### src/shared/sgb_params.svh
// offsets, field positions, reset values and timing counts for the sleep-gating block
// assumes inclusion by bare name from the package and the design files
`ifndef SGB_PARAMS_SVH
`define SGB_PARAMS_SVH
`define SGB_OFF_SLEEP_KEEP    12'h064
`define SGB_OFF_BACKUP_CTRL   12'h070
`define SGB_OFF_CLK_STATUS    12'h074
`define SGB_SLEEP_KEEP_RST    32'h0007_7930
`define SGB_SLEEP_KEEP_MASK   32'h0017_7931
`define SGB_BACKUP_CTRL_RST   32'h0000_0000
`define SGB_CLK_STATUS_RST    32'h0E00_0000
`define SGB_BIT_BACKUP_RESET  16
`define SGB_BIT_RTC_ON        15
`define SGB_BIT_SRC_HI        9
`define SGB_BIT_SRC_LO        8
`define SGB_BIT_DRIVE_MODE    3
`define SGB_BIT_BYPASS        2
`define SGB_BIT_XTAL_READY    1
`define SGB_BIT_XTAL_ON       0
`define SGB_BIT_CLEAR_CAUSES  24
`define SGB_BIT_CAUSE_LO      25
`define SGB_BIT_RC_READY      1
`define SGB_BIT_RC_ON         0
`define SGB_XTAL_OFF_CYCLES   3'd6
`define SGB_RC_OFF_CYCLES     3'd3
`define SGB_MAX_WAIT          2'd3
`define SGB_CAUSE_RST         7'h07
`endif

### src/shared/sgb_pkg.sv
// types shared by the sleep-gating and backup clock control block
// assumes sgb_params.svh is on the include path
package sgb_pkg;
  `include "sgb_params.svh"

  typedef struct packed {
    logic [11:0] paddr;
    logic        psel;
    logic        penable;
    logic        pwrite;
    logic [31:0] pwdata;
    logic [3:0]  pstrb;
  } sgb_apb_req_t;

  typedef struct packed {
    logic [31:0] prdata;
    logic        pready;
    logic        pslverr;
  } sgb_apb_rsp_t;

  typedef enum logic [1:0] {
    SGB_SRC_NONE,
    SGB_SRC_SLOW_XTAL,
    SGB_SRC_SLOW_RC,
    SGB_SRC_FAST_XTAL_DIV
  } sgb_rtc_src_t;

  typedef enum logic [1:0] {
    SGB_IDLE,
    SGB_WAIT,
    SGB_DONE
  } sgb_bus_state_t;
endpackage : sgb_pkg

### src/logic/sgb_clock_ctrl.sv
// sleep clock keep enables, backup domain control and clock status registers on APB
// assumes APB master in the core domain; separate backup and power resets are async active low
`include "sgb_params.svh"
module sgb_clock_ctrl (
  input  wire logic                 i_core_clk,
  input  wire logic                 i_arst_n,
  input  wire logic                 i_backup_rst_n,
  input  wire logic                 i_power_rst_n,
  input  wire sgb_pkg::sgb_apb_req_t i_apb,
  output sgb_pkg::sgb_apb_rsp_t     o_apb,
  input  wire logic                 i_backup_write_unlock,
  input  wire logic                 i_core_sleeping,
  input  wire logic [31:0]          i_periph_run_en,
  input  wire logic [6:0]           i_reset_cause_evt,
  input  wire logic                 i_slow_xtal_stable,
  input  wire logic                 i_slow_xtal_tick,
  input  wire logic                 i_slow_rc_stable,
  input  wire logic                 i_slow_rc_tick,
  output logic [31:0]               o_periph_clk_gate,
  output logic                      o_backup_domain_reset,
  output logic                      o_rtc_clock_on,
  output sgb_pkg::sgb_rtc_src_t     o_rtc_source_select,
  output logic                      o_slow_xtal_on,
  output logic                      o_slow_xtal_bypass,
  output logic                      o_slow_xtal_drive_mode,
  output logic                      o_slow_rc_on
);
  import sgb_pkg::*;

  // ==========================================================================
  // state
  // ==========================================================================
  typedef struct packed {
    logic [31:0]    sleep_keep;
    logic           slow_rc_on;
    sgb_bus_state_t bus;
    logic [1:0]     wait_cnt;
    logic           last_slow;
    logic [31:0]    rdata;
  } sgb_sys_t;

  typedef struct packed {
    logic         backup_soft_reset;
    logic         rtc_clock_on;
    sgb_rtc_src_t rtc_source_select;
    logic         slow_xtal_drive_mode;
    logic         slow_xtal_bypass;
    logic         slow_xtal_on;
  } sgb_bkp_t;

  sgb_sys_t   sys_r;
  sgb_sys_t   sys_nxt;
  sgb_bkp_t   bkp_r;
  sgb_bkp_t   bkp_nxt;
  logic [6:0] cause_r;
  logic [6:0] cause_nxt;
  logic       xtal_ready;
  logic       rc_ready;
  logic       bkp_rst_n;

  // byte-lane write merge
  function automatic logic [31:0] merge(input logic [31:0] old_v, input logic [31:0] new_v,
                                        input logic [3:0] strb);
    logic [31:0] res;
    res = old_v;
    for (int b = 0; b < 4; b++) begin
      if (strb[b]) begin
        res[b*8 +: 8] = new_v[b*8 +: 8];
      end
    end
    return res;
  endfunction : merge

  function automatic logic is_slow(input logic [11:0] a);
    return (a == `SGB_OFF_BACKUP_CTRL) || (a == `SGB_OFF_CLK_STATUS);
  endfunction : is_slow

  // ==========================================================================
  // APB slave
  // ==========================================================================
  logic        acc;
  logic        do_acc;
  logic [31:0] wv;
  logic [31:0] bkp_rd;
  logic [31:0] sts_rd;

  assign acc = i_apb.psel && i_apb.penable;

  always_comb begin
    bkp_rd = '0;
    bkp_rd[`SGB_BIT_BACKUP_RESET]                 = bkp_r.backup_soft_reset;
    bkp_rd[`SGB_BIT_RTC_ON]                       = bkp_r.rtc_clock_on;
    bkp_rd[`SGB_BIT_SRC_HI:`SGB_BIT_SRC_LO]       = bkp_r.rtc_source_select;
    bkp_rd[`SGB_BIT_DRIVE_MODE]                   = bkp_r.slow_xtal_drive_mode;
    bkp_rd[`SGB_BIT_BYPASS]                       = bkp_r.slow_xtal_bypass;
    bkp_rd[`SGB_BIT_XTAL_READY]                   = xtal_ready;
    bkp_rd[`SGB_BIT_XTAL_ON]                      = bkp_r.slow_xtal_on;
    sts_rd = '0;
    sts_rd[31:`SGB_BIT_CAUSE_LO]                  = cause_r;
    sts_rd[`SGB_BIT_RC_READY]                     = rc_ready;
    sts_rd[`SGB_BIT_RC_ON]                        = sys_r.slow_rc_on;
  end

  always_comb begin
    sys_nxt = sys_r;
    do_acc  = 1'b0;
    wv      = '0;
    case (sys_r.bus)
      SGB_IDLE: begin
        if (acc) begin
          // back-to-back access to the slow registers is stretched
          if (is_slow(i_apb.paddr) && sys_r.last_slow) begin
            sys_nxt.bus      = SGB_WAIT;
            sys_nxt.wait_cnt = `SGB_MAX_WAIT - 2'd1;
          end else begin
            do_acc = 1'b1;
          end
        end
      end
      SGB_WAIT: begin
        if (sys_r.wait_cnt == 2'd0) begin
          do_acc      = 1'b1;
          sys_nxt.bus = SGB_IDLE;
        end else begin
          sys_nxt.wait_cnt = sys_r.wait_cnt - 2'd1;
        end
      end
      default: begin
        sys_nxt.bus = SGB_IDLE;
      end
    endcase
    // read data is captured from the setup cycle on, so prdata leaves a flop with no wait
    if (i_apb.psel && !do_acc) begin
      case (i_apb.paddr)
        `SGB_OFF_SLEEP_KEEP: sys_nxt.rdata = sys_r.sleep_keep;
        `SGB_OFF_BACKUP_CTRL: sys_nxt.rdata = bkp_rd;
        `SGB_OFF_CLK_STATUS: sys_nxt.rdata = sts_rd;
        default: sys_nxt.rdata = '0;
      endcase
    end
    if (do_acc) begin
      sys_nxt.last_slow = is_slow(i_apb.paddr);
      if (i_apb.pwrite && i_apb.paddr == `SGB_OFF_SLEEP_KEEP) begin
        // reserved bits are kept at zero whatever software writes
        wv = merge(sys_r.sleep_keep, i_apb.pwdata, i_apb.pstrb);
        sys_nxt.sleep_keep = wv & `SGB_SLEEP_KEEP_MASK;
      end
      if (i_apb.pwrite && i_apb.paddr == `SGB_OFF_CLK_STATUS) begin
        wv = merge(sts_rd, i_apb.pwdata, i_apb.pstrb);
        sys_nxt.slow_rc_on = wv[`SGB_BIT_RC_ON];
      end
    end else if (!i_apb.psel) begin
      // a cycle with no transfer at all, or a completed access to a register that is not slow, breaks the back-to-back chain
      sys_nxt.last_slow = 1'b0;
    end
  end

  // single-cycle write decode shared by the other register groups
  logic        wr_bkp;
  logic        wr_sts;
  logic [31:0] wv_bkp;
  logic [31:0] wv_sts;
  assign wr_bkp = do_acc && i_apb.pwrite && i_apb.paddr == `SGB_OFF_BACKUP_CTRL;
  assign wr_sts = do_acc && i_apb.pwrite && i_apb.paddr == `SGB_OFF_CLK_STATUS;
  assign wv_bkp = merge(bkp_rd, i_apb.pwdata, i_apb.pstrb);
  assign wv_sts = merge(sts_rd, i_apb.pwdata, i_apb.pstrb);

  always_ff @(posedge i_core_clk or negedge i_arst_n) begin
    if (!i_arst_n) begin
      sys_r            <= '0;
      sys_r.sleep_keep <= `SGB_SLEEP_KEEP_RST;
    end else begin
      sys_r <= sys_nxt;
    end
  end

  assign o_apb.pready  = do_acc;
  assign o_apb.prdata  = sys_r.rdata;
  assign o_apb.pslverr = 1'b0;

  // ==========================================================================
  // backup domain control
  // ==========================================================================
  // soft reset clears the other backup bits but keeps itself until written 0
  always_comb begin
    bkp_nxt = bkp_r;
    if (wr_bkp) begin
      bkp_nxt.backup_soft_reset = wv_bkp[`SGB_BIT_BACKUP_RESET];
      bkp_nxt.slow_xtal_drive_mode = wv_bkp[`SGB_BIT_DRIVE_MODE];
      if (i_backup_write_unlock) begin
        bkp_nxt.rtc_clock_on = wv_bkp[`SGB_BIT_RTC_ON];
        if (bkp_r.rtc_source_select == SGB_SRC_NONE) begin
          bkp_nxt.rtc_source_select =
            sgb_rtc_src_t'(wv_bkp[`SGB_BIT_SRC_HI:`SGB_BIT_SRC_LO]);
        end
        if (!bkp_r.slow_xtal_on) begin
          bkp_nxt.slow_xtal_bypass = wv_bkp[`SGB_BIT_BYPASS];
        end
        bkp_nxt.slow_xtal_on = wv_bkp[`SGB_BIT_XTAL_ON];
      end
    end
    if (bkp_nxt.backup_soft_reset) begin
      bkp_nxt                   = '0;
      bkp_nxt.backup_soft_reset = 1'b1;
    end
  end

  assign bkp_rst_n = i_backup_rst_n;

  // system reset does not reach these flops
  always_ff @(posedge i_core_clk or negedge bkp_rst_n) begin
    if (!bkp_rst_n) begin
      bkp_r <= '0;
    end else begin
      bkp_r <= bkp_nxt;
    end
  end

  sgb_ready_tracker u_xtal_ready (
    .i_core_clk   (i_core_clk),
    .i_arst_n     (bkp_rst_n),
    .i_enable     (bkp_r.slow_xtal_on),
    .i_stable     (i_slow_xtal_stable),
    .i_osc_tick   (i_slow_xtal_tick),
    .i_off_cycles (`SGB_XTAL_OFF_CYCLES),
    .o_ready      (xtal_ready)
  );

  sgb_ready_tracker u_rc_ready (
    .i_core_clk   (i_core_clk),
    .i_arst_n     (i_arst_n),
    .i_enable     (sys_r.slow_rc_on),
    .i_stable     (i_slow_rc_stable),
    .i_osc_tick   (i_slow_rc_tick),
    .i_off_cycles (`SGB_RC_OFF_CYCLES),
    .o_ready      (rc_ready)
  );

  // ==========================================================================
  // reset cause flags
  // ==========================================================================
  // a cause arriving with the clear strobe survives
  always_comb begin
    cause_nxt = cause_r;
    if (wr_sts && wv_sts[`SGB_BIT_CLEAR_CAUSES]) begin
      cause_nxt = '0;
    end
    cause_nxt = cause_nxt | i_reset_cause_evt;
  end

  always_ff @(posedge i_core_clk or negedge i_power_rst_n) begin
    if (!i_power_rst_n) begin
      cause_r <= `SGB_CAUSE_RST;
    end else begin
      cause_r <= cause_nxt;
    end
  end

  // ==========================================================================
  // outputs
  // ==========================================================================
  // converter bit 8 is treated like every other keep bit
  assign o_periph_clk_gate = i_periph_run_en &
                             ({32{!i_core_sleeping}} | sys_r.sleep_keep);
  assign o_backup_domain_reset  = bkp_r.backup_soft_reset;
  assign o_rtc_clock_on         = bkp_r.rtc_clock_on;
  assign o_rtc_source_select    = bkp_r.rtc_source_select;
  assign o_slow_xtal_on         = bkp_r.slow_xtal_on;
  assign o_slow_xtal_bypass     = bkp_r.slow_xtal_bypass;
  assign o_slow_xtal_drive_mode = bkp_r.slow_xtal_drive_mode;
  assign o_slow_rc_on           = sys_r.slow_rc_on;
endmodule : sgb_clock_ctrl

### src/logic/sgb_ready_tracker.sv
// oscillator ready tracker: ready follows stable while enabled, falls a fixed count after enable drops
// assumes osc_tick is a one-cycle pulse per oscillator cycle in the core clock domain
module sgb_ready_tracker (
  input  wire logic       i_core_clk,
  input  wire logic       i_arst_n,
  input  wire logic       i_enable,
  input  wire logic       i_stable,
  input  wire logic       i_osc_tick,
  input  wire logic [2:0] i_off_cycles,
  output logic            o_ready
);
  import sgb_pkg::*;

  typedef struct packed {
    logic       ready;
    logic [2:0] cnt;
  } sgb_trk_t;

  sgb_trk_t st_r;
  sgb_trk_t st_nxt;

  always_comb begin
    st_nxt = st_r;
    if (i_enable) begin
      st_nxt.ready = i_stable;
      st_nxt.cnt   = 3'h0;
    end else if (st_r.ready && i_osc_tick) begin
      // count oscillator cycles after the enable is cleared
      if (st_r.cnt + 3'h1 >= i_off_cycles) begin
        st_nxt.ready = 1'b0;
        st_nxt.cnt   = 3'h0;
      end else begin
        st_nxt.cnt = st_r.cnt + 3'h1;
      end
    end
  end

  always_ff @(posedge i_core_clk or negedge i_arst_n) begin
    if (!i_arst_n) begin
      st_r <= '0;
    end else begin
      st_r <= st_nxt;
    end
  end

  assign o_ready = st_r.ready;
endmodule : sgb_ready_tracker

### config.mk
export PLATFORM = sky130hd
export DESIGN_NAME = sgb_clock_ctrl
export DESIGN_NICKNAME = d
export VERILOG_FILES = /design/src/shared/sgb_pkg.sv /design/src/logic/sgb_clock_ctrl.sv /design/src/logic/sgb_ready_tracker.sv
export VERILOG_INCLUDE_DIRS = /design/src /design/src/shared
export SDC_FILE = /design/constraint.sdc
export NUM_CORES = 1
export LEC_CHECK = 0
export BUFFER_PORTS_ARGS = -buffer_cell sky130_fd_sc_hd__buf_2
export CAP_MARGIN = 20
export CORE_AREA = 2 2 112 114
export CTS_CLUSTER_DIAMETER = 50
export DETAILED_ROUTE_END_ITERATION = 16
export DIE_AREA = 0 0 114 116
export MAX_ROUTING_LAYER = met4
export PLACE_DENSITY = 0.62
export SLEW_MARGIN = 5
export SYNTH_ARGS = -nofsm -noshare
export SYNTH_HDL_FRONTEND = slang
export SYNTH_SLANG_ARGS = --single-unit
export TNS_END_PERCENT = 1
### constraint.sdc
create_clock -name i_core_clk -period 2.85 [get_ports i_core_clk]
set_input_delay 0.4275 -clock i_core_clk [delete_from_list [all_inputs] [get_ports i_core_clk]]
set_output_delay 0.4275 -clock i_core_clk [all_outputs]
set_load 0.05 [all_outputs]
==> impl_results.rst, run 1 <==
.. list-table::
   :header-rows: 1

   * - Metric
     - Value
   * - Slew @ Worst Pin
     - ~0.62 ns
   * - Final Cycle Share
     - 0.7976
   * - Endpoint type of the worst setup path
     - output pin
   * - Static leakage
     - approximately 2.3 nW
   * - Cell taking the most area after synthesis
     - dfrtp_1
   * - Number of buffer cells added on primary ports
     - around 150
   * - Tot GR Track Use
     - 0.1589
   * - Die Span X
     - around 110 µm
   * - Worst-Skew Late Latency
     - between 0.3 and 0.4 ns
   * - PostCTS Resize Cnt
     - 0
   * - Worst setup slack for register-to-register paths
     - ~0.78 ns
   * - Fin Clk Skew
     - between 0.009 and 0.01 ns
   * - Proportion of power drawn by combinational gates
     - 0.146
   * - Initial core utilization
     - 0.2989
   * - Clock root buffer
     - clkbuf_16
   * - Routed wire length per instance
     - ~16 µm
   * - Max Buffers Root-to-Sink
     - 2
   * - Final Max Slew Viols
     - 0
   * - Total power per unit cell area
     - 508.1 nW/µm²
   * - Antenna Diode Count
     - 0
   * - Drt drc
     - 0
   * - Most frequent cell after synthesis
     - dfrtp_1
   * - 1st-pass router iterations
     - 4
   * - Setup Total Neg Slack
     - 0 ns
   * - Final HPWL DP
     - 7653 µm
   * - Maximum clock frequency
     - 439.9 MHz
   * - Max FO, Critical Path
     - 7
   * - CTS sink count
     - 63
   * - Endpoints failing setup
     - 0
   * - Vias in the first global route
     - around 3.1k
   * - Final instance area
     - 4579 µm²
   * - Worst R2R Start
     - sys_r[33]$_DFFE_PN0P_
   * - Minimum setup slack in the final design
     - approximately 0.58 ns
   * - Sequential share of power
     - 0.391
   * - EDFF count, synth
     - 0
   * - Instance count of the mapped netlist
     - 367
   * - Synthesis-stage register bit count
     - between 60 and 70
   * - Setup crit start kind
     - primary input
   * - Total detailed-routing wirelength
     - about 10,000 µm
   * - Total via count after detailed routing
     - between 3k and 4k
   * - Crit path time final
     - around 2.3 ns
   * - Switching fraction of total power
     - 0.2706
   * - Global-route congestion overflow total
     - 0
   * - Maximum number of pins on one net before global-route repair
     - between 40 and 50
   * - Synth Flop Type
     - dfrtp_1
   * - Pre-CTS worst setup slack
     - 0.4464 ns
   * - Headroom to the max-slew limit
     - 0.5776
   * - Portion of synthesized cell area occupied by the leading cell type
     - 0.3514
   * - Worst VDD drop
     - 0.0002335 V
   * - Number of unique standard cell types used by synthesis
     - between 50 and 60
   * - Syn Area/Cell
     - 9.703 µm²
   * - Worst Path Arrival
     - 1.85 ns
   * - Share of cells above drive strength 1
     - 0.4232
   * - Total die area
     - between 10,000 and 15,000 µm²
   * - Type of the worst setup path
     - in2out
   * - Area of the mapped netlist
     - ~3600 µm²
   * - Data required time at the worst endpoint
     - between 2 and 2.5 ns
   * - Number of fillers in the final layout
     - 1,219
   * - Layout overhead on the synthesized area
     - 28.60%
   * - Number of hold-slack violations in the final timing report
     - 0
   * - Placement Rows
     - 40
   * - Warnings, synthesis
     - 0
   * - Clock buffer count from CTS
     - 9
   * - Placer congestion estimate
     - 0.8437
   * - Net switching component of the power
     - roughly 0.63 mW
   * - Postcts setup bufs
     - 0
   * - Residual antenna-violating net count after detailed routing
     - 0
   * - Async set-reset flop share out of synthesis
     - 1.000
   * - Initial antenna violation count
     - 0
   * - Avg Vias per Cell
     - ~4.8
   * - Portion of the post-synthesis area used by sequential elements
     - 0.4473
   * - Die height
     - 116 µm
   * - Placement-stage cell area
     - between 4000 and 5000 µm²
   * - Wire length of the first global-routing pass
     - ~16,000 µm
   * - Result of the run
     - completed
   * - Clock power frac
     - 0.463
   * - DRT iter0 DRCs
     - ~140
   * - RSZ-0062 raised after global routing
     - no
   * - Maximum level of the CTS H-tree
     - 3
   * - Max-cap violations
     - 0
   * - Clock tree from TritonCTS
     - done
   * - Crit. Startpoint
     - i_apb[48]
   * - Cell internal pwr
     - 1.697 mW
   * - Clock input transition at the sequential cells of the worst setup and hold paths
     - about 0.060 ns
   * - Path type of the worst min-delay path
     - in2async
   * - Core area
     - roughly 12,000 µm²
   * - Top-level I/O count
     - ~170
   * - Post-layout nets
     - between 600 and 700
   * - Top cells by count, synth
     - 50 x dfrtp_1, 44 x inv_1, 35 x buf_4
   * - Most area-consuming cells after synthesis
     - dfrtp_1 35%, dfstp_2 9.6%, buf_4 7.4%
[cell usage in the layout (no fill, tap or decap), drive strengths merged, types with 3 or more instances in the layout]
master / instances
nor2b: 22
clkinv: 3
ha: 5
dfstp: 13
nand2: 11
a21o: 8
a21boi: 12
nor4: 3
a22oi: 3
dfrtp: 50
nand3: 5
clkbuf: 12
nor2: 13
buf: 156
a21oi: 15
mux2: 16
nor3: 4
nand2b: 3
conb: 9
and2: 4
nand4: 24
o21ai: 28
inv: 45
[stage by stage]
| stage | hold WS, ns | total power, mW | cells | utilization |
|---|---|---|---|---|
| floorplan | 0.1319 | 1.148 | 375 | - |
| global placement | 0.2691 | 1.260 | 629 | 0.3566 |
| detailed placement | 0.2718 | 1.264 | 629 | 0.3566 |
| CTS | 0.2854 | 2.361 | 647 | 0.3828 |
| global route | 0.1064 | 2.432 | 648 | 0.3845 |
| finish | 0.07281 | 2.327 | 648 | 0.3845 |
[final timing paths]
path	to	cells past startpoint
max	o_apb[1]	6
min	o_apb[28]$_DFFE_PN0P_	1
max reg2reg	o_rtc_source_select[0]$_DFFE_PN0P_	7
min reg2reg	cause_r[5]$_DFF_PN0_	1
max in group asynchronous	o_slow_xtal_drive_mode$_DFFE_PN0P_	2
min in group i_core_clk	cause_r[5]$_DFF_PN0_	2
[per-layer routing]
layer	up-vias	global-route usage	wire [µm]
met5	-	-	0
met4	0	0.04634	112
met3	12	0.03400	672
met2	126	0.2821	5038
met1	1478	0.1807	4225
li1	1479	-	-
[sequential cells by signal, indices dropped and copies added, names as in the netlist]
signal                  flops
u_xtal_ready.o_ready        1
o_apb                      24
cause_r                     7
o_rtc_clock_on              1
o_slow_rc_on                1
u_rc_ready.st_r             3
o_slow_xtal_drive_mode      1
u_xtal_ready.st_r           3
u_rc_ready.o_ready          1
o_rtc_source_select         2
sys_r                      16
o_slow_xtal_on              1
o_backup_domain_reset       1
o_slow_xtal_bypass          1
[kinds of logic (layout without fill, tap and decap cells)]
family / count (synthesis) / count (layout) / synth area share
AO/OA/AOI/OAI: 84 / 84 / 0.1571
other: 1 / 9 / 0.001053
adder cells (fa/ha/maj): 5 / 5 / 0.01757
multiplexers: 18 / 18 / 0.05622
buffers and inverters: 93 / 219 / 0.1367
XOR/XNOR: 2 / 2 / 0.004920
AND/OR/NAND/NOR: 101 / 101 / 0.1792
flip-flops: 63 / 63 / 0.4473
[power groups by stage]
stage	Combinational (mW)	Clock (mW)	Sequential, mW
global route	0.366	1.16	0.910
finish	0.340	1.08	0.909
floorplan	0.223	0	0.924
detailed placement	0.339	0	0.924
global placement	0.336	0	0.924
CTS	0.342	1.11	0.909
[critical path, stage by stage]
cell and delay [ns]:
buf_2 0.11, nor4_4 0.39, nand4_4 0.21, o32ai_4 0.32, inv_2 0.14, buf_2 0.24
[cell type report]
class | instances | area [µm²] | share of cell area
well taps | 147 | 183.9 | 0.04016
clock inverters | 4 | 45.04 | 0.009836
flip-flops and latches | 63 | 1593 | 0.3478
inverters | 45 | 168.9 | 0.03689
clock buffers | 12 | 246.5 | 0.05383
repair buffers | 158 | 830.8 | 0.1814
multi-input cells | 219 | 1511 | 0.3301
[timing repair]
action                     CTS  global route
hold buffers                 2             0
hold endpoints to repair    15             0
setup endpoints to repair    0             0
No activity file was read; power rests on OpenSTA's default activity.
==> run 2, diff against run 1 <==
--- a/config.mk
+++ b/config.mk
@@ -13,7 +13,7 @@
 export DETAILED_ROUTE_END_ITERATION = 16
 export DIE_AREA = 0 0 114 116
 export MAX_ROUTING_LAYER = met4
-export PLACE_DENSITY = 0.62
+export PLACE_DENSITY = 0.64
 export SLEW_MARGIN = 5
 export SYNTH_ARGS = -nofsm -noshare
 export SYNTH_HDL_FRONTEND = slang
==> constraint.sdc (replaced) <==
create_clock -name i_core_clk -period 1.9 [get_ports i_core_clk]
set_input_delay 0.285 -clock i_core_clk [delete_from_list [all_inputs] [get_ports i_core_clk]]
set_output_delay 0.285 -clock i_core_clk [all_outputs]
set_load 0.05 [all_outputs]
==> impl_results.rst, run 2 (synthesis gave the netlist of run 1 again) <==
.. list-table::
   :header-rows: 1

   * - Metric
     - Value
   * - Worst min-delay path endpoint
     - cause_r[5]$_DFF_PN0_
   * - Max Buffers Root-to-Sink
     - 2 (unchanged)
   * - Total die area
     - 13,220 µm² (unchanged)
   * - Tot Pwr
     - 3.508 mW (was 2.327 mW)
   * - Reg-to-reg endpoint
     - o_rtc_source_select[1]$_DFFE_PN0P_ (was o_rtc_source_select[0]$_DFFE_PN0P_)
   * - Global-route congestion overflow total
     - 0 (unchanged)
   * - DP Cell Count
     - 654 (was 629)
   * - Core area
     - 11,910 µm² (unchanged)
   * - Share of cells above drive strength 1
     - 0.4678 (was 0.4232)
   * - Placer congestion estimate
     - 0.8377 (was 0.8437)
   * - Die Span X
     - 114 µm (unchanged)
   * - Maximum clock frequency
     - 549.2 MHz
   * - Top-level I/O count
     - 174 (unchanged)
   * - Register-to-Register Path Depth
     - 7 (unchanged)
   * - Wire length of the first global-routing pass
     - 15,830 µm (was 15,640 µm)
   * - Headroom to the max-slew limit
     - 0.6603 (was 0.5776)
   * - Number of buffer cells added on primary ports
     - 149 (unchanged)
   * - Leading cell type in the layout, fill and taps excluded
     - buf_2 (unchanged)
   * - Initial core utilization
     - 0.2989 (unchanged)
   * - Final core utilization
     - 0.4082 (was 0.3845)
   * - Met3 Track Usage GR
     - 0.03452 (was 0.03400)
   * - 1st-pass router iterations
     - 4 (unchanged)
   * - Maximum number of pins on one net before global-route repair
     - 46 (unchanged)
   * - Final Cycle Share
     - 0.9583
   * - Path type of the worst min-delay path
     - in2reg (was in2async)
   * - Routed wire length per instance
     - 15.21 µm (was 15.51 µm)
   * - Type of the worst setup path
     - in2out (unchanged)
   * - DRT iter0 DRCs
     - 120 (was 144)
   * - Met2 Track Usage GR
     - 0.2853 (was 0.2821)
   * - Layout overhead on the synthesized area
     - 36.54% (was 28.60%)
   * - Total power per unit cell area
     - 721.4 nW/µm² (was 508.1 nW/µm²)
   * - Drt drc
     - 0 (unchanged)
   * - Post-layout nets
     - 628 (was 601)
   * - Worst VDD drop
     - 0.0003309 V (was 0.0002335 V)
   * - Endpoints failing setup
     - 0 (unchanged)
   * - Total via count after detailed routing
     - 3,221 (was 3,095)
   * - Result of the run
     - completed (unchanged)
   * - Placement Rows
     - 40 (unchanged)
   * - Number of flip-flops in the largest register
     - 24 (unchanged)
   * - Number of hold-slack violations in the final timing report
     - 0 (unchanged)
   * - Origin of the worst min-delay path
     - i_reset_cause_evt[5]
   * - Worst setup slack for register-to-register paths
     - 0.09 ns (was 0.78 ns)
   * - Worst R2R Start
     - sys_r[33]$_DFFE_PN0P_ (unchanged)
   * - Final HPWL DP
     - 7843 µm (was 7653 µm)
   * - Avg Vias per Cell
     - 4.772 (was 4.776)
   * - Clock root buffer
     - clkbuf_16 (unchanged)
   * - Number of fillers in the final layout
     - 1,188 (was 1,219)
   * - Max FO, Critical Path
     - 4 (was 7)
   * - Max-cap violations
     - 0 (unchanged)
   * - Endpoint type of the worst setup path
     - output pin (unchanged)
   * - Slew @ Worst Pin
     - 0.5096 ns (was 0.6248 ns)
   * - Worst-Skew Late Latency
     - 0.32 ns (about the same)
   * - Initial antenna violation count
     - 0 (unchanged)
   * - RSZ-0062 raised after global routing
     - yes (was no)
   * - Vias in the first global route
     - 3,263 (was 3,125)
   * - Worst Path Arrival
     - 1.54 ns (was 1.85 ns)
   * - Static leakage
     - 2.421 nW (was 2.268 nW)
   * - Maximum level of the CTS H-tree
     - 3 (unchanged)
   * - Die height
     - 116 µm (unchanged)
   * - Clock input transition at the sequential cells of the worst setup and hold paths
     - 0.05 ns (was 0.06 ns)
   * - GR peak layer
     - met2 (unchanged)
   * - Global routing met1 resource utilization
     - 0.1789 (was 0.1807)
   * - Highest-count cells in the layout ignoring fill and taps
     - 148 x buf_2, 50 x dfrtp_1, 44 x inv_1 (was 149 x buf_2, 50 x dfrtp_1, 44 x inv_1)
   * - Antenna Diode Count
     - 0 (unchanged)
   * - Setup crit start kind
     - primary input (unchanged)
   * - Residual antenna-violating net count after detailed routing
     - 0 (unchanged)
   * - Final Max Slew Viols
     - 0 (unchanged)
   * - CTS sink count
     - 63 (unchanged)
   * - Worst Hold Path Cells
     - 2
   * - Data required time at the worst endpoint
     - 1.62 ns (was 2.42 ns)
   * - Non-filler cells in the finished layout
     - 675 (was 648)
   * - Fin Clk Skew
     - 0.005542 ns (was 0.009017 ns)
   * - Tot GR Track Use
     - 0.1590 (was 0.1589)
   * - Clock buffer count from CTS
     - 9 (unchanged)
   * - Crit path time final
     - 1.821 ns
   * - Clock tree from TritonCTS
     - done (unchanged)
   * - Total detailed-routing wirelength
     - 10,270 µm (was 10,050 µm)
run 2: how the worst max path moves through the flow:
stage / from / endpoint / slack, ns / cells after the start
floorplan: sys_r[50]$_DFFE_PN1P_ / o_periph_clk_gate[12] / -0.07 / 2
global placement: i_apb[48] / sys_r[38]$_DFFE_PN0P_ / -0.12 / 7
detailed placement: i_apb[48] / sys_r[38]$_DFFE_PN0P_ / -0.16 / 7
CTS: sys_r[33]$_DFFE_PN0P_ / o_apb[1] / 0.01 / 7
global route: sys_r[33]$_DFFE_PN0P_ / o_rtc_source_select[1]$_DFFE_PN0P_ / -0.008 / 7
finish: i_apb[48] / o_apb[1] / 0.08 / 7
run 2: worst max-delay path: stages:
cell     delay, ns
buf_2         0.11
nor4_4        0.39
nand4_4       0.16
o32ai_4       0.25
inv_2         0.06
buf_4         0.14
buf_6         0.14
run 2: stage by stage:
step | setup slack (ns) | hold WS (ns) | instance area, µm² | setup TNS [ns]
finish | 0.07922 | 0.1415 | 4862 | 0
global route | -0.008231 | 0.1401 | 4862 | -0.01492
CTS | 0.01423 | 0.1315 | 4818 | 0
detailed placement | -0.1629 | 0.1291 | 4461 | -4.828
global placement | -0.1206 | 0.1257 | 4461 | -3.084
floorplan | -0.06698 | -0.01059 | 3591 | -0.5647
run 2: repair_timing:
item	in CTS	in global routing
hold buffers	3	0
hold endpoints to repair	53	0
setup endpoints to repair	7	20
buffers inserted	2	0
cloned	0	0
pin swaps	0	2
gates resized for setup	7	10
run 2: per-layer routing:
metal  part of all wire  vias up  wire, µm
li1                   -     1534         -
met1               0.42     1552      4280
met2               0.51      128      5230
met3              0.065        7       665
met4             0.0091        0        93
met5                  0        -         0
run 2: cell type report:
| cell class | instances | area (µm²) | area share |
|---|---|---|---|
| clock buffers | 12 | 246.5 | 0.05069 |
| repair buffers | 185 | 1059 | 0.2177 |
| inverters | 45 | 168.9 | 0.03474 |
| well taps | 147 | 183.9 | 0.03783 |
| flip-flops and latches | 63 | 1593 | 0.3276 |
| multi-input cells | 219 | 1567 | 0.3222 |
| clock inverters | 4 | 45.04 | 0.009264 |
run 2: power breakdown:
| group | total, mW | internal [mW] | switching (mW) | leakage [nW] |
|---|---|---|---|---|
| sequential | 1.36 | 1.36 | 0.00850 | 0.800 |
| clock | 1.61 | 1.04 | 0.568 | 0.146 |
| combinational | 0.530 | 0.159 | 0.371 | 1.47 |
| total | 3.51 | 2.56 | 0.948 | 2.42 |
==> run 3, diff against run 2 <==
--- a/config.mk
+++ b/config.mk
@@ -8,12 +8,12 @@
 export LEC_CHECK = 0
 export BUFFER_PORTS_ARGS = -buffer_cell sky130_fd_sc_hd__buf_2
 export CAP_MARGIN = 20
-export CORE_AREA = 2 2 112 114
+export CORE_AREA = 2 2 96 98
 export CTS_CLUSTER_DIAMETER = 50
 export DETAILED_ROUTE_END_ITERATION = 16
-export DIE_AREA = 0 0 114 116
+export DIE_AREA = 0 0 98 100
 export MAX_ROUTING_LAYER = met4
-export PLACE_DENSITY = 0.64
+export PLACE_DENSITY = 0.81
 export SLEW_MARGIN = 5
 export SYNTH_ARGS = -nofsm -noshare
 export SYNTH_HDL_FRONTEND = slang
==> impl_results.rst, run 3 (synthesis gave the netlist of run 1 again) <==
.. list-table::
   :header-rows: 1

   * - Metric
     - Value
   * - Tot Pwr
     - 3.189 mW (was 3.508 mW)
   * - Max-cap violations
     - 0 (unchanged)
   * - Number of hold-slack violations in the final timing report
     - 0 (unchanged)
   * - Max FO, Critical Path
     - 5 (was 4)
   * - Switching fraction of total power
     - 0.2941 (was 0.2703)
   * - Wire length of the first global-routing pass
     - 15,200 µm (was 15,830 µm)
   * - Global-route congestion overflow total
     - 0 (unchanged)
   * - Worst-Skew Late Latency
     - 0.35 ns (was 0.32 ns)
   * - Clock buffer count from CTS
     - 9 (unchanged)
   * - Placement Rows
     - 35 (was 40)
   * - Max Buffers Root-to-Sink
     - 2 (unchanged)
   * - Endpoints failing setup
     - 1 (was 0)
   * - Die height
     - 100 µm (was 116 µm)
   * - Worst Path Arrival
     - 2.15 ns (was 1.54 ns)
   * - Crit path time final
     - 1.911 ns (was 1.821 ns)
   * - Residual antenna-violating net count after detailed routing
     - 0 (unchanged)
   * - Core area
     - 8890 µm² (was 11,910 µm²)
   * - Top-level I/O count
     - 174 (unchanged)
   * - Total via count after detailed routing
     - 3,177 (was 3,221)
   * - Avg Vias per Cell
     - 4.995 (was 4.772)
   * - Routed wire length per instance
     - 15.10 µm (was 15.21 µm)
   * - Maximum clock frequency
     - 523.2 MHz (was 549.2 MHz)
   * - Slew @ Worst Pin
     - 0.5816 ns (was 0.5096 ns)
   * - Net switching component of the power
     - 0.9379 mW (was 0.9482 mW)
   * - Initial core utilization
     - 0.4006 (was 0.2989)
   * - Clock tree from TritonCTS
     - done (unchanged)
   * - Worst VDD drop
     - 0.0004462 V (was 0.0003309 V)
   * - DRT iter0 DRCs
     - 146 (was 120)
   * - Maximum number of pins on one net before global-route repair
     - 46 (unchanged)
   * - Total detailed-routing wirelength
     - 9603 µm (was 10,270 µm)
   * - Leading cell type in the layout, fill and taps excluded
     - buf_2 (unchanged)
   * - Total die area
     - 9800 µm² (was 13,220 µm²)
   * - Highest-count cells in the layout ignoring fill and taps
     - 148 x buf_2, 50 x dfrtp_1, 44 x inv_1 (unchanged)
   * - Violations in the final reports
     - setup timing
   * - Final Cycle Share
     - 1.006 (was 0.9583)
   * - Pre-CTS worst setup slack
     - -0.1684 ns (was -0.1629 ns)
   * - Clock input transition at the sequential cells of the worst setup and hold paths
     - 0.08 ns (was 0.05 ns)
   * - Fin Clk Skew
     - 0.006849 ns (was 0.005542 ns)
   * - Type of the worst setup path
     - reg2reg (was in2out)
   * - Post-layout nets
     - 625 (was 628)
   * - Clock power frac
     - 0.410 (was 0.460)
   * - Initial antenna violation count
     - 0 (unchanged)
   * - Final HPWL DP
     - 7315 µm (was 7843 µm)
   * - Data required time at the worst endpoint
     - 2.14 ns (was 1.62 ns)
   * - Placer congestion estimate
     - 0.8894 (was 0.8377)
   * - Share of cells above drive strength 1
     - 0.4648 (was 0.4678)
   * - Vias in the first global route
     - 3,154 (was 3,263)
   * - Setup Total Neg Slack
     - -0.01146 ns (was 0 ns)
   * - Total power per unit cell area
     - 681.2 nW/µm² (was 721.4 nW/µm²)
   * - Number of buffer cells added on primary ports
     - 149 (unchanged)
   * - Sequential share of power
     - 0.427 (was 0.389)
   * - Number of flip-flops in the largest register
     - 24 (unchanged)
   * - Drt drc
     - 0 (unchanged)
   * - Final Max Slew Viols
     - 0 (unchanged)
   * - Layout overhead on the synthesized area
     - 31.48% (was 36.54%)
   * - Tot GR Track Use
     - 0.2006 (was 0.1590)
   * - Static leakage
     - 2.364 nW (was 2.421 nW)
   * - Die Span X
     - 98 µm (was 114 µm)
   * - 1st-pass router iterations
     - 4 (unchanged)
   * - Minimum setup slack in the final design
     - -0.01146 ns (was 0.07922 ns)
   * - Path type of the worst min-delay path
     - in2async (was in2reg)
   * - Cell internal pwr
     - 2.251 mW (was 2.559 mW)
   * - Setup crit start kind
     - flop (was primary input)
   * - Maximum level of the CTS H-tree
     - 3 (unchanged)
   * - Result of the run
     - finished, violations left (was completed)
   * - Endpoint type of the worst setup path
     - flop (was output pin)
   * - Antenna Diode Count
     - 0 (unchanged)
   * - Proportion of power drawn by combinational gates
     - 0.163 (was 0.151)
   * - CTS sink count
     - 63 (unchanged)
   * - Headroom to the max-slew limit
     - 0.6123 (was 0.6603)
   * - Clock root buffer
     - clkbuf_8 (was clkbuf_16)
   * - RSZ-0062 raised after global routing
     - yes (unchanged)
==> run 3: what timing repair did <==
item | in CTS | in global routing
resized for setup | 7 | 10
setup buffers | 5 | 0
endpoints found under the hold margin | 18 | 0
hold buffers | 2 | 0
endpoints found under the setup margin | 6 | 45
==> run 3: final cells by class <==
type	instances	area, µm²
Clock buffer	9	123.9
Clock inverter	7	96.34
Multi-Input combinational cell	219	1545
Tap cell	111	138.9
Timing Repair Buffer	182	1016
Fill cell	822	4208
Sequential cell	63	1593
Inverter	45	168.9
==> run 3: power by group through the flow <==
stage          Clock [mW]  Sequential [mW]  Combinational, mW
5_1_grt              1.39             1.36              0.555
4_1_cts              1.33             1.36              0.518
3_5_place_dp            0             1.39              0.505
3_3_place_gp            0             1.39              0.496
6_report             1.31             1.36              0.521
2_1_floorplan           0             1.39              0.335
==> run 3: per-stage QoR <==
stage	std cells	util	instance area [µm²]	hold WS (ns)
2_1_floorplan	375	-	3591	-0.01059
3_3_place_gp	614	0.4905	4360	0.1184
3_5_place_dp	614	0.4905	4360	0.1164
4_1_cts	636	0.5230	4649	0.02828
5_1_grt	636	0.5267	4682	0.04961
6_report	636	0.5267	4682	0.01021
==> run 3: final timing paths <==
check                                      start                            endpoint  slack, ns  depth (start not counted)
hold / removal                          i_arst_n               o_apb[22]$_DFFE_PN0P_       0.01                          2
setup reg to reg           sys_r[34]$_DFFE_PN0P_               sys_r[38]$_DFFE_PN0P_      -0.01                          9
min in group i_core_clk     i_reset_cause_evt[0]                cause_r[0]$_DFF_PN1_       0.12                          2
setup / recovery           sys_r[34]$_DFFE_PN0P_               sys_r[38]$_DFFE_PN0P_      -0.01                          9
max in group asynchronous         i_backup_rst_n  o_slow_xtal_drive_mode$_DFFE_PN0P_       1.33                          2
hold reg to reg             cause_r[3]$_DFF_PN0_                cause_r[3]$_DFF_PN0_       0.48                          1
==> run 3: layer usage <==
layer / vias to the layer above / global-route usage / wire length, µm
li1: 1532 / - / -
met1: 1536 / 0.2525 / 4041
met2: 100 / 0.3240 / 4877
met3: 9 / 0.05780 / 594
met4: 0 / 0.04487 / 89
met5: - / - / 0
==> run 3: worst max-delay path, stage by stage (launching register included) <==
cell     delay, ns
dfrtp_1       0.36
inv_1         0.05
ha_2          0.17
and2_4        0.16
buf_4         0.13
o32ai_4       0.11
inv_2         0.10
buf_4         0.17
nand4_1       0.19
mux2_2        0.36
